[config.mk]
export PLATFORM = sky130hd
export DESIGN_NAME = emb_builder
export DESIGN_NICKNAME = d
export VERILOG_FILES = /design/src/hw/emb_pkg.sv /design/src/hw/emb_builder.sv
export SDC_FILE = /design/constraint.sdc
export NUM_CORES = 1
export LEC_CHECK = 0
export BUFFER_PORTS_ARGS = -buffer_cell sky130_fd_sc_hd__buf_4
export CORE_UTILIZATION = 58
export DETAILED_ROUTE_END_ITERATION = 8
export PLACE_DENSITY = 0.86
export SETUP_SLACK_MARGIN = 0.3
export SYNTH_ARGS = -nofsm -noshare
export SYNTH_HDL_FRONTEND = slang
export SYNTH_SLANG_ARGS = --single-unit
[constraint.sdc]
create_clock -name hclk -period 4.55 [get_ports hclk]
set_input_delay 0.6825 -clock hclk [delete_from_list [all_inputs] [get_ports hclk]]
set_output_delay 0.6825 -clock hclk [all_outputs]
set_load 0.01 [all_outputs]
[src/hw/emb_pkg.sv]
// Package for the emergency message builder: constants, types, register map
package emb_pkg;

    localparam int NKIND = 11;

    // Fault kinds, lower code wins when several are pending
    typedef enum logic [3:0] {
        K_CAN_COMM   = 4'h0,
        K_BUF_OVER   = 4'h1,
        K_GUARD      = 4'h2,
        K_RPDO_SHORT = 4'h3,
        K_SLAVE_NR   = 4'h4,
        K_CRC        = 4'h5,
        K_EE_WRITE   = 4'h6,
        K_EE_READ    = 4'h7,
        K_IRREG_RST  = 4'h8,
        K_BOOT_CTRL  = 4'h9,
        K_BOOT_NOAPP = 4'hA
    } emb_kind_e;

    typedef enum logic [0:0] {
        S_IDLE = 1'b0,
        S_HOLD = 1'b1
    } emb_state_e;

    // Frame identifier base and length
    localparam logic [10:0] COB_EMCY_BASE = 11'h080;
    localparam logic [3:0]  FRAME_DLC     = 4'h8;

    // Emergency error codes
    localparam logic [15:0] CODE_CAN_COMM  = 16'h8100;
    localparam logic [15:0] CODE_BUF_OVER  = 16'h8110;
    localparam logic [15:0] CODE_GUARD     = 16'h8130;
    localparam logic [15:0] CODE_RPDO      = 16'h8210;
    localparam logic [15:0] CODE_MANUF     = 16'h5000;
    localparam logic [15:0] CODE_NOAPP     = 16'h6000;

    // Byte 3 selectors and fixed detail bytes
    localparam logic [7:0] B3_SLAVE_NR  = 8'h20;
    localparam logic [7:0] B3_CRC       = 8'h30;
    localparam logic [7:0] B3_EE_WRITE  = 8'h41;
    localparam logic [7:0] B3_EE_READ   = 8'h42;
    localparam logic [7:0] B3_IRREG_RST = 8'hF0;
    localparam logic [7:0] B3_BOOT      = 8'hFE;
    localparam logic [7:0] B4_BOOT_CTRL = 8'h01;
    localparam logic [7:0] B5_BOOT_CTRL = 8'h28;
    localparam logic [7:0] B7_BOOT_CTRL = 8'h00;
    localparam logic [7:0] B_NOAPP      = 8'hAA;
    localparam logic [7:0] CRC_MASTER   = 8'h01;
    localparam logic [7:0] CRC_SLAVE    = 8'h02;
    localparam logic [7:0] BYTE_ZERO    = 8'h00;

    // Parameter block index encoding
    localparam logic [7:0] BLK_TPDO     = 8'h00;
    localparam logic [7:0] BLK_RPDO     = 8'h01;
    localparam logic [7:0] BLK_GUARD    = 8'h02;
    localparam logic [7:0] BLK_CANCFG   = 8'h03;
    localparam logic [7:0] BLK_APPCFG   = 8'h04;
    localparam logic [7:0] BLK_CALIB    = 8'hFE;
    localparam logic [7:0] BLK_SERIAL   = 8'hFF;

    // EEPROM read error ids
    localparam logic [7:0] EERD_CRC     = 8'h01;
    localparam logic [7:0] EERD_LENGTH  = 8'h02;
    localparam logic [7:0] EERD_INFO    = 8'h04;

    // Reset cause flag encoding
    localparam logic [7:0] RC_POWER_ON  = 8'h01;
    localparam logic [7:0] RC_EXTERNAL  = 8'h02;
    localparam logic [7:0] RC_BROWN_OUT = 8'h04;
    localparam logic [7:0] RC_WATCHDOG  = 8'h08;
    localparam logic [7:0] RC_JTAG      = 8'h10;
    localparam logic [7:0] RC_JTAG_OFF  = 8'h80;

    // Error summary bit positions
    localparam int SUM_GENERIC  = 0;
    localparam int SUM_CURRENT  = 1;
    localparam int SUM_VOLTAGE  = 2;
    localparam int SUM_TEMP     = 3;
    localparam int SUM_COMM     = 4;
    localparam int SUM_PROFILE  = 5;
    localparam int SUM_RESERVED = 6;
    localparam int SUM_MANUF    = 7;
    localparam logic [7:0] SUM_SW_MASK = 8'h2E;
    localparam logic [7:0] SUM_RESET   = 8'h00;

    // Register map: summary index is not word aligned, so byte addr = 4*idx
    localparam logic [15:0] IDX_ERROR_SUMMARY  = 16'h1001;
    localparam logic [15:0] ADDR_ERROR_SUMMARY = 16'h4004;
    localparam logic [15:0] ADDR_CTRL          = 16'h0000;
    localparam logic [15:0] ADDR_STATUS        = 16'h0004;
    localparam logic [15:0] ADDR_SUMMARY_SET   = 16'h0008;
    localparam logic [15:0] ADDR_FRAME_COUNT   = 16'h000C;

    // Control fields
    localparam int CTRL_NODE_LSB = 0;
    localparam int CTRL_NODE_W   = 7;
    localparam int CTRL_EN_BIT   = 8;
    localparam logic [6:0] NODE_RESET = 7'h00;
    localparam logic       EN_RESET   = 1'b1;
    localparam int STATUS_VALID_BIT = 16;

    typedef struct packed {
        logic [7:0] can_int;
        logic [7:0] can_mode;
        logic [7:0] can_err_count;
        logic [7:0] rpdo_min_dlc;
        logic       crc_slave_flash;
        logic [7:0] ee_block_index;
        logic [7:0] ee_write_size;
        logic [7:0] ee_read_err_id;
        logic [7:0] reset_cause_flags;
    } emb_fault_s;

    typedef struct packed {
        logic [10:0]     cob_id;
        logic [3:0]      dlc;
        logic [7:0][7:0] data;
    } emb_frame_s;

endpackage

[src/hw/emb_builder.sv]
// Emergency frame builder with AHB-Lite register slave
//
// Implementation choice: register access over AHB-Lite.
`timescale 1ns/1ps
`default_nettype none

module emb_builder
(
    input  wire logic                  hclk,
    input  wire logic                  hresetn,
    input  wire logic                  hsel,
    input  wire logic [31:0]           haddr,
    input  wire logic [1:0]            htrans,
    input  wire logic                  hwrite,
    input  wire logic [2:0]            hsize,
    input  wire logic [31:0]           hwdata,
    input  wire logic                  hready,
    output logic                       hreadyout,
    output logic                       hresp,
    output logic [31:0]                hrdata,
    input  wire logic [emb_pkg::NKIND-1:0] fault_evt,
    input  wire emb_pkg::emb_fault_s   fault_info,
    output logic                       can_reinit,
    output emb_pkg::emb_frame_s        frame,
    output logic                       frame_valid,
    input  wire logic                  frame_ready
);

    localparam int NK = emb_pkg::NKIND;

    // Lowest pending kind
    function automatic logic [3:0] first_set(input logic [NK-1:0] v);
        logic [3:0] r;
        r = 4'h0;
        for (int i = NK - 1; i >= 0; i--)
        begin
            if (v[i])
            begin
                r = 4'(i);
            end
        end
        return r;
    endfunction

    // Error code of a kind
    function automatic logic [15:0] code_of(input logic [3:0] k);
        logic [15:0] c;
        case (k)
            emb_pkg::K_CAN_COMM:   c = emb_pkg::CODE_CAN_COMM;
            emb_pkg::K_BUF_OVER:   c = emb_pkg::CODE_BUF_OVER;
            emb_pkg::K_GUARD:      c = emb_pkg::CODE_GUARD;
            emb_pkg::K_RPDO_SHORT: c = emb_pkg::CODE_RPDO;
            emb_pkg::K_BOOT_NOAPP: c = emb_pkg::CODE_NOAPP;
            default:               c = emb_pkg::CODE_MANUF;
        endcase
        return c;
    endfunction

    // Five detail bytes (3..7) for a kind from the info snapshot
    function automatic logic [4:0][7:0] detail_of(
        input logic [3:0]          k,
        input emb_pkg::emb_fault_s f
    );
        logic [4:0][7:0] d;
        d = '0;
        case (k)
            emb_pkg::K_CAN_COMM:
            begin
                d[0] = f.can_int;
                d[1] = f.can_mode;
                d[2] = f.can_err_count;
            end
            emb_pkg::K_RPDO_SHORT: d[0] = f.rpdo_min_dlc;
            emb_pkg::K_SLAVE_NR:   d[0] = emb_pkg::B3_SLAVE_NR;
            emb_pkg::K_CRC:
            begin
                d[0] = emb_pkg::B3_CRC;
                d[1] = f.crc_slave_flash ? emb_pkg::CRC_SLAVE
                                         : emb_pkg::CRC_MASTER;
            end
            emb_pkg::K_EE_WRITE:
            begin
                d[0] = emb_pkg::B3_EE_WRITE;
                d[1] = f.ee_block_index;
                d[2] = f.ee_write_size;
            end
            emb_pkg::K_EE_READ:
            begin
                d[0] = emb_pkg::B3_EE_READ;
                d[1] = f.ee_block_index;
                d[2] = f.ee_read_err_id;
            end
            emb_pkg::K_IRREG_RST:
            begin
                d[0] = emb_pkg::B3_IRREG_RST;
                d[1] = f.reset_cause_flags;
            end
            emb_pkg::K_BOOT_CTRL:
            begin
                d[0] = emb_pkg::B3_BOOT;
                d[1] = emb_pkg::B4_BOOT_CTRL;
                d[2] = emb_pkg::B5_BOOT_CTRL;
                d[3] = f.reset_cause_flags;
                d[4] = emb_pkg::B7_BOOT_CTRL;
            end
            emb_pkg::K_BOOT_NOAPP:
            begin
                d[0] = emb_pkg::B3_BOOT;
                d[1] = emb_pkg::B_NOAPP;
                d[2] = emb_pkg::B_NOAPP;
            end
            default:               d = '0;
        endcase
        return d;
    endfunction

    // Registers
    logic [6:0]              node_reg;
    logic                    en_reg;
    logic [7:0]              summary_reg;
    logic [7:0]              summary_next;
    logic [NK-1:0]           pend_reg;
    logic [NK-1:0]           pend_next;
    logic [4:0][7:0]         detail_reg [NK];
    emb_pkg::emb_state_e     state_reg;
    emb_pkg::emb_state_e     state_next;
    emb_pkg::emb_frame_s     frame_reg;
    logic [31:0]             count_reg;
    logic                    reinit_reg;
    logic                    wr_pend_reg;
    logic [15:0]             wr_addr_reg;
    logic [31:0]             rdata_reg;

    // Bus decode
    wire        bus_take = hsel & htrans[1] & hready;
    wire [15:0] a_addr   = haddr[15:0];
    wire        a_hit_ctrl = a_addr == emb_pkg::ADDR_CTRL;
    wire        a_hit_stat = a_addr == emb_pkg::ADDR_STATUS;
    wire        a_hit_cnt  = a_addr == emb_pkg::ADDR_FRAME_COUNT;
    wire        a_hit_sum  = a_addr == emb_pkg::ADDR_ERROR_SUMMARY;
    wire        w_ctrl = wr_pend_reg & (wr_addr_reg == emb_pkg::ADDR_CTRL);
    wire        w_sset = wr_pend_reg
                         & (wr_addr_reg == emb_pkg::ADDR_SUMMARY_SET);

    wire [31:0] ctrl_word = {23'h000000, en_reg, 1'b0, node_reg};
    wire [31:0] stat_word = {15'h0000, frame_valid, 5'h00, pend_reg};
    wire [31:0] sum_word  = {24'h000000, summary_reg};
    wire [31:0] rd_mux =
        a_hit_ctrl ? ctrl_word :
        a_hit_stat ? stat_word :
        a_hit_cnt  ? count_reg :
        a_hit_sum  ? sum_word  : 32'h00000000;

    // Summary bits that each new fault sets
    wire comm_evt  = |fault_evt[emb_pkg::K_RPDO_SHORT:emb_pkg::K_CAN_COMM];
    wire manuf_evt = |fault_evt[NK-1:emb_pkg::K_SLAVE_NR];
    wire [7:0] hw_sum_set = {manuf_evt, 2'b00, comm_evt, 3'b000,
                             |fault_evt};
    wire [7:0] sw_sum_set = w_sset ? (hwdata[7:0] & emb_pkg::SUM_SW_MASK)
                                   : 8'h00;
    // Reserved bit forced low; no clear path short of reset
    assign summary_next = (summary_reg | hw_sum_set | sw_sum_set)
                          & ~(8'h01 << emb_pkg::SUM_RESERVED);

    // Frame assembly
    wire [3:0]      pick      = first_set(pend_reg);
    wire            load      = (state_reg == emb_pkg::S_IDLE) & en_reg
                                & (|pend_reg);
    wire [NK-1:0]   grant     = load ? (NK'(1) << pick) : '0;
    wire [15:0]     pick_code = code_of(pick);
    // New event for the same kind in the granted cycle stays pending
    assign pend_next = (pend_reg & ~grant) | fault_evt;

    emb_pkg::emb_frame_s frame_next;
    assign frame_next.cob_id = emb_pkg::COB_EMCY_BASE
                               + {4'h0, node_reg};
    assign frame_next.dlc    = emb_pkg::FRAME_DLC;
    assign frame_next.data[0] = pick_code[7:0];
    assign frame_next.data[1] = pick_code[15:8];
    assign frame_next.data[2] = summary_reg;
    assign frame_next.data[7:3] = detail_reg[pick];

    always_comb
    begin
        case (state_reg)
            emb_pkg::S_IDLE: state_next = load ? emb_pkg::S_HOLD
                                               : emb_pkg::S_IDLE;
            emb_pkg::S_HOLD: state_next = frame_ready ? emb_pkg::S_IDLE
                                                      : emb_pkg::S_HOLD;
            default:         state_next = emb_pkg::S_IDLE;
        endcase
    end

    always_ff @(posedge hclk or negedge hresetn)
    begin
        if (!hresetn)
        begin
            node_reg    <= emb_pkg::NODE_RESET;
            en_reg      <= emb_pkg::EN_RESET;
            summary_reg <= emb_pkg::SUM_RESET;
            wr_pend_reg <= 1'b0;
            wr_addr_reg <= 16'h0000;
            rdata_reg   <= 32'h00000000;
        end
        else
        begin
            summary_reg <= summary_next;
            wr_pend_reg <= bus_take & hwrite;
            wr_addr_reg <= a_addr;
            if (bus_take & !hwrite)
            begin
                rdata_reg <= rd_mux;
            end
            if (w_ctrl)
            begin
                node_reg <= hwdata[emb_pkg::CTRL_NODE_LSB +:
                                   emb_pkg::CTRL_NODE_W];
                en_reg   <= hwdata[emb_pkg::CTRL_EN_BIT];
            end
        end
    end

    always_ff @(posedge hclk or negedge hresetn)
    begin
        if (!hresetn)
        begin
            pend_reg   <= '0;
            state_reg  <= emb_pkg::S_IDLE;
            frame_reg  <= '0;
            count_reg  <= 32'h00000000;
            reinit_reg <= 1'b0;
        end
        else
        begin
            pend_reg   <= pend_next;
            state_reg  <= state_next;
            reinit_reg <= fault_evt[emb_pkg::K_GUARD];
            if (load)
            begin
                frame_reg <= frame_next;
            end
            if ((state_reg == emb_pkg::S_HOLD) & frame_ready)
            begin
                count_reg <= count_reg + 32'h00000001;
            end
        end
    end

    // Detail snapshot per kind, taken with its event
    always_ff @(posedge hclk or negedge hresetn)
    begin
        if (!hresetn)
        begin
            for (int i = 0; i < NK; i++)
            begin
                detail_reg[i] <= '0;
            end
        end
        else
        begin
            for (int i = 0; i < NK; i++)
            begin
                if (fault_evt[i])
                begin
                    detail_reg[i] <= detail_of(4'(i), fault_info);
                end
            end
        end
    end

    assign hreadyout   = 1'b1;
    assign hresp       = 1'b0;
    assign hrdata      = rdata_reg;
    assign frame       = frame_reg;
    assign frame_valid = state_reg == emb_pkg::S_HOLD;
    assign can_reinit  = reinit_reg;

endmodule

`default_nettype wire

# ---- Yosys cells after proc, flatten, opt, wreduce, memory -nomap -nowiden
# Cells that the tools add are included.
dict set report word_totals {
  word_cells 102
  output_inout_bits 115
  in_bits 151
  regBits 282
}
dict set report op_classes {
  reduce_logical 8
  muxes 25
  n_eq_ne 8
  shifts 1
  addsub 2
  bitwise_logic 16
  order_cmp 1
}
# cell n
set op_table {}
lappend op_table {{$bmux W40 S4} 1}
lappend op_table {{$mux W32} 3}
lappend op_table {{$mux W40} 2}
lappend op_table {{$pmux W16 S5} 1}
lappend op_table {{$mux W4} 11}
lappend op_table {{$add A32 B1 Y32 const B} 1}
lappend op_table {{$eq A16 B4 Y1 const B} 2}
lappend op_table {{$logic_not A16 Y1} 2}
lappend op_table {{$reduce_or A11 Y1} 2}
lappend op_table {{$eq A16 B15 Y1 const B} 1}
lappend op_table {{$eq A16 B3 Y1 const B} 1}
lappend op_table {{$and A11 B11 Y11} 1}
lappend op_table {{$mux W11} 1}
lappend op_table {{$not A11 Y11} 1}
lappend op_table {{$or A11 B11 Y11} 1}
lappend op_table {{$shl A1 B4 Y11 const A} 1}
lappend op_table {{$add A8 B7 Y9 const A} 1}
lappend op_table {{$and A1 B1 Y1} 9}
lappend op_table {{$eq A4 B2 Y1 const B} 2}
lappend op_table {{$mux W8} 1}
lappend op_table {{$or A8 B6 Y8} 1}
lappend op_table {{$or A8 B8 Y8} 1}
lappend op_table {{$reduce_or A7 Y1} 1}
lappend op_table {{$mux W6} 1}
lappend op_table {{other kinds (11)} 12}

# ---- Depth between registers and ports, before layout
dict set report depth {
  word_depth 16
  depth_mapped 8
}

# ---- Worst setup path before layout
# No wires, ideal clock.
dict set report synth_timing {
  path_type {input to register}
  from {input port haddr[1]}
  to {register rdata_reg[0], in the netlist hrdata[0]}
  arrival_ns 2.049
  stages 6
  path_buffers 0
  setup_slack_ns 2.423
  cell_sequence {nor4_1 > nand4_1 > or2_2 > nor3b_1 > nand2_1 > a21oi_1}
}
dict set report synth_between {
  elab_chain_cells 5
  word_cells_on_any_way 8
  cone_classes {eq/ne (3); mux (4); reduce/logical (1)}
}
# element line
set synth_rtl {}
lappend synth_rtl {{start, declared} emb_builder.sv:12} ;# input wire logic [31:0] haddr,
lappend synth_rtl {{$eq A16 B15 Y1} emb_builder.sv:140} ;# wire a_hit_sum = a_addr == emb_pkg::ADDR_ERROR_SUMMARY;
lappend synth_rtl {{$mux W8} emb_builder.sv:152} ;# a_hit_sum ? sum_word : 32'h00000000;
lappend synth_rtl {{$mux W32} emb_builder.sv:151} ;# a_hit_cnt ? count_reg :
lappend synth_rtl {{$mux W32} emb_builder.sv:150} ;# a_hit_stat ? stat_word :
lappend synth_rtl {{$mux W32 *} emb_builder.sv:149} ;# a_hit_ctrl ? ctrl_word :
lappend synth_rtl {{end signal, assigned} emb_builder.sv:212} ;# rdata_reg <= rd_mux;
lappend synth_rtl {{end, declared} emb_builder.sv:132} ;# logic [31:0] rdata_reg;
# Mark *: on every way between the ends. The rest lies on a longest branch, timed or not.
# A chain may end at the register's enable or synchronous reset.

# ---- Worst setup path after layout
dict set report layout_timing {
  from {register pend_reg[2]}
  to {register frame_reg, in the netlist frame[39]}
}
dict set report layout_between {
  elab_chain_cells 7
  word_cells_on_any_way 9
  cone_classes {mux (6); bitwise (2); reduce/logical (1)}
}
# element line
set layout_rtl {}
lappend layout_rtl {{start, declared} emb_builder.sv:122} ;# logic [NK-1:0] pend_reg;
lappend layout_rtl {{start signal, assigned} emb_builder.sv:235} ;# pend_reg <= pend_next;
lappend layout_rtl {{$mux W4 (3 in series)} emb_builder.sv:37} ;# if (v[i])
lappend layout_rtl {{$not A4 Y5 (not written as such)} emb_builder.sv:181} ;# assign frame_next.data[7:3] = detail_reg[pick];
lappend layout_rtl {{$bmux W40 S4} emb_builder.sv:181}
lappend layout_rtl {{$mux W40 (not written as such) (2 in series)} emb_builder.sv:181}
lappend layout_rtl {{end signal, assigned} emb_builder.sv:240} ;# frame_reg <= frame_next;
lappend layout_rtl {{end, declared} emb_builder.sv:127} ;# emb_pkg::emb_frame_s frame_reg;
# Parallel ways exist; a longest one is shown, timed or not. The select of a mux whose other input is x is not followed.

==> metrics <==
largest net degree at the start of global routing 138; Synth Flop Type dfrtp_1; DRT antenna net count 0; multi-input logic area 4111 um2; Vias/cell 5.763; Post-route DRC 28; Post-Layout Cell Count 1346; Post-CTS Setup Bufs 0; post-CTS sizing 0; RD Place Congestion 0.8552; WS Path Type register to register; CTS H-tree depth 1; Post-Syn Area per Cell 11.80 um2; CTS clk-pin slew, worst paths 60 ps; die width 138.2 um; Avg WL per Cell 18.86 um; num rows 49; Pwr Density 374.5 nW/um2; n_diodes 0; commonest non-fill, non-tap cell in the layout dfrtp_1; CTS Sinks 253; grt peak-use layer met2; first drt pass iteration count 7; R2R setup slack 1790 ps; Post-synth EDFFs 0; WP depth 6; Crit path max-delay family simple AND/OR/NAND/NOR gates; # hold bufs at CTS 0; first-pass GRT wire length 41.36 mm; CP arrival 3220 ps; initial antenna violation count 0; Post-Syn Instances 911; total grt overflow 0; WL final 25.39 mm; fin crit share 0.6072; # fillers 1224; fin. max-slew vios 0; CP max stage delay 620 ps; layout cell share with drive strength beyond 1 0.3348; ys async rst share 1.000; Max-Cap Viols 0; TritonCTS clock tree built; post-DP HPWL 17.08 mm; final instance area 13180 um2; placed cells 1298; Worst Path Buf+Inv 0; die height 138.2 um; Pleak 6.311 nW; synth warn 0; CP Capture Type register; Worst Skew 12.40 ps; Initial DRC Count 509; run status finished, violations left; Clk Latency, worst-skew pair 520 ps; setup TNS 0 ps; fin crit period 2763 ps; FF+latch area 6332 um2; CTS buffer count 26; area of the die 19090 um2; vias in the first global route 7929; RSZ-0062 raised after global routing no; initial core utilization 0.5945; GRT Total Usage 0.2718; CTS Buffer Depth 3; peak supply drop 0.3070 mV; GR Layer Usage met1 0.3437; synth unique cells 70; met2 GRT Util 0.4616; Hold Fails Final Rpt 0; R2R cell count 6; Worst Max-Slew Pin Slew 1224 ps; WP data required 5010 ps; most frequent cells in the layout dfrtp_1, buf_4, nand2_1; Worst path slowest cell nand2_1; Hold WC Path Type primary input to async pin; # nets final 1249; dpl cell area 12280 um2; violations in the final reports design-rule violations; CORE AREA 18090 um2; GR Util met3 0.06962; crit path cell chain or2_1 -> o21ai_1 -> nor2_2 -> nand2_1 -> o2bb2ai_1 -> o221a_2; clock root cell clkbuf_16; max reg flops 89; I/O Buffers 196; synthesis-to-layout area growth 22.60%; Seq cells post-synth 253; Worst Path Max Fanout 16; Finish-stage setup viols 0; Mapped Area 10750 um2; Slew HR 0.1842; # IOs 266; total number of vias 7757; Max Freq 0.3620 GHz; Critical Path Start Type register; sequential element share of the synthesized area 0.5889
==> per-layer routing <==
layer	vias to the layer above	part of all wire
met5	-	0
met4	0	0.027
met3	51	0.077
met2	302	0.50
met1	3877	0.40
li1	3527	-
==> area by class of cell <==
type | instances | share of cell area
clock buffers | 39 | 0.05923
clock inverters | 9 | 0.009112
multi-input cells | 608 | 0.3119
well taps | 229 | 0.02174
inverters | 8 | 0.002278
flip-flops and latches | 253 | 0.4804
repair buffers | 200 | 0.1154
==> cell families (layout without fill, tap and decap cells) <==
| logic type | after synthesis | count (layout) | share of synthesized area |
|---|---|---|---|
| flip-flops | 253 | 253 | 0.5889 |
| multiplexers | 119 | 119 | 0.1224 |
| AND/OR/NAND/NOR | 307 | 307 | 0.1399 |
| XOR/XNOR | 31 | 31 | 0.02525 |
| adder cells (fa/ha/maj) | 1 | 1 | 0.001163 |
| AO/OA/AOI/OAI | 125 | 125 | 0.08401 |
| other | 2 | 25 | 0.0006984 |
| buffers and inverters | 73 | 256 | 0.03770 |
==> path summary, 6_finish.rpt <==
path	start	end
min in group hclk	haddr[10]	wr_addr_reg[10]$_DFF_PN0_
worst max register to register	pend_reg[2]$_DFF_PN0_	frame[39]$_DFFE_PN0P_
worst min-delay path	hresetn	wr_addr_reg[6]$_DFF_PN0_
worst max-delay path	pend_reg[2]$_DFF_PN0_	frame[39]$_DFFE_PN0P_
max in group asynchronous	hresetn	detail_reg[132]$_DFFE_PN0P_
worst min register to register	detail_reg[17]$_DFFE_PN0P_	detail_reg[17]$_DFFE_PN0P_
==> report_power, final <==
part	switching [mW]	internal (mW)	total (mW)	leakage (nW)
clock network	0.852	1.35	2.20	0.449
logic	0.158	0.176	0.334	2.69
registers	0.0526	2.35	2.40	3.17
total	1.06	3.87	4.94	6.31
==> synth_stat cells (all sizes together) (13+ instances only) <==
| cell | instances | area, um2 |
|---|---|---|
| a21oi | 15 | 75.07 |
| buf | 40 | 281.5 |
| clkbuf | 25 | 93.84 |
| dfrtp | 252 | 6306 |
| mux2 | 100 | 1126 |
| mux2i | 19 | 190.2 |
| nand2 | 146 | 553.0 |
| nand3 | 34 | 170.2 |
| nand4 | 14 | 87.58 |
| nor2 | 41 | 180.2 |
| o21ai | 31 | 155.2 |
| or2 | 13 | 81.33 |
| xnor2 | 19 | 166.4 |
==> per-stage QoR <==
step,hold slack (ps),worst slack (ps),util,total power [mW]
finish,288.5,1787,0.7289,4.937
global route,271.0,1593,0.7289,5.087
CTS,269.4,1803,0.7289,4.972
detailed placement,446.1,1821,0.6791,2.772
global placement,442.1,1858,0.6791,2.757
floorplan,386.9,2423,-,2.599
(Power assumes the default switching activity.)
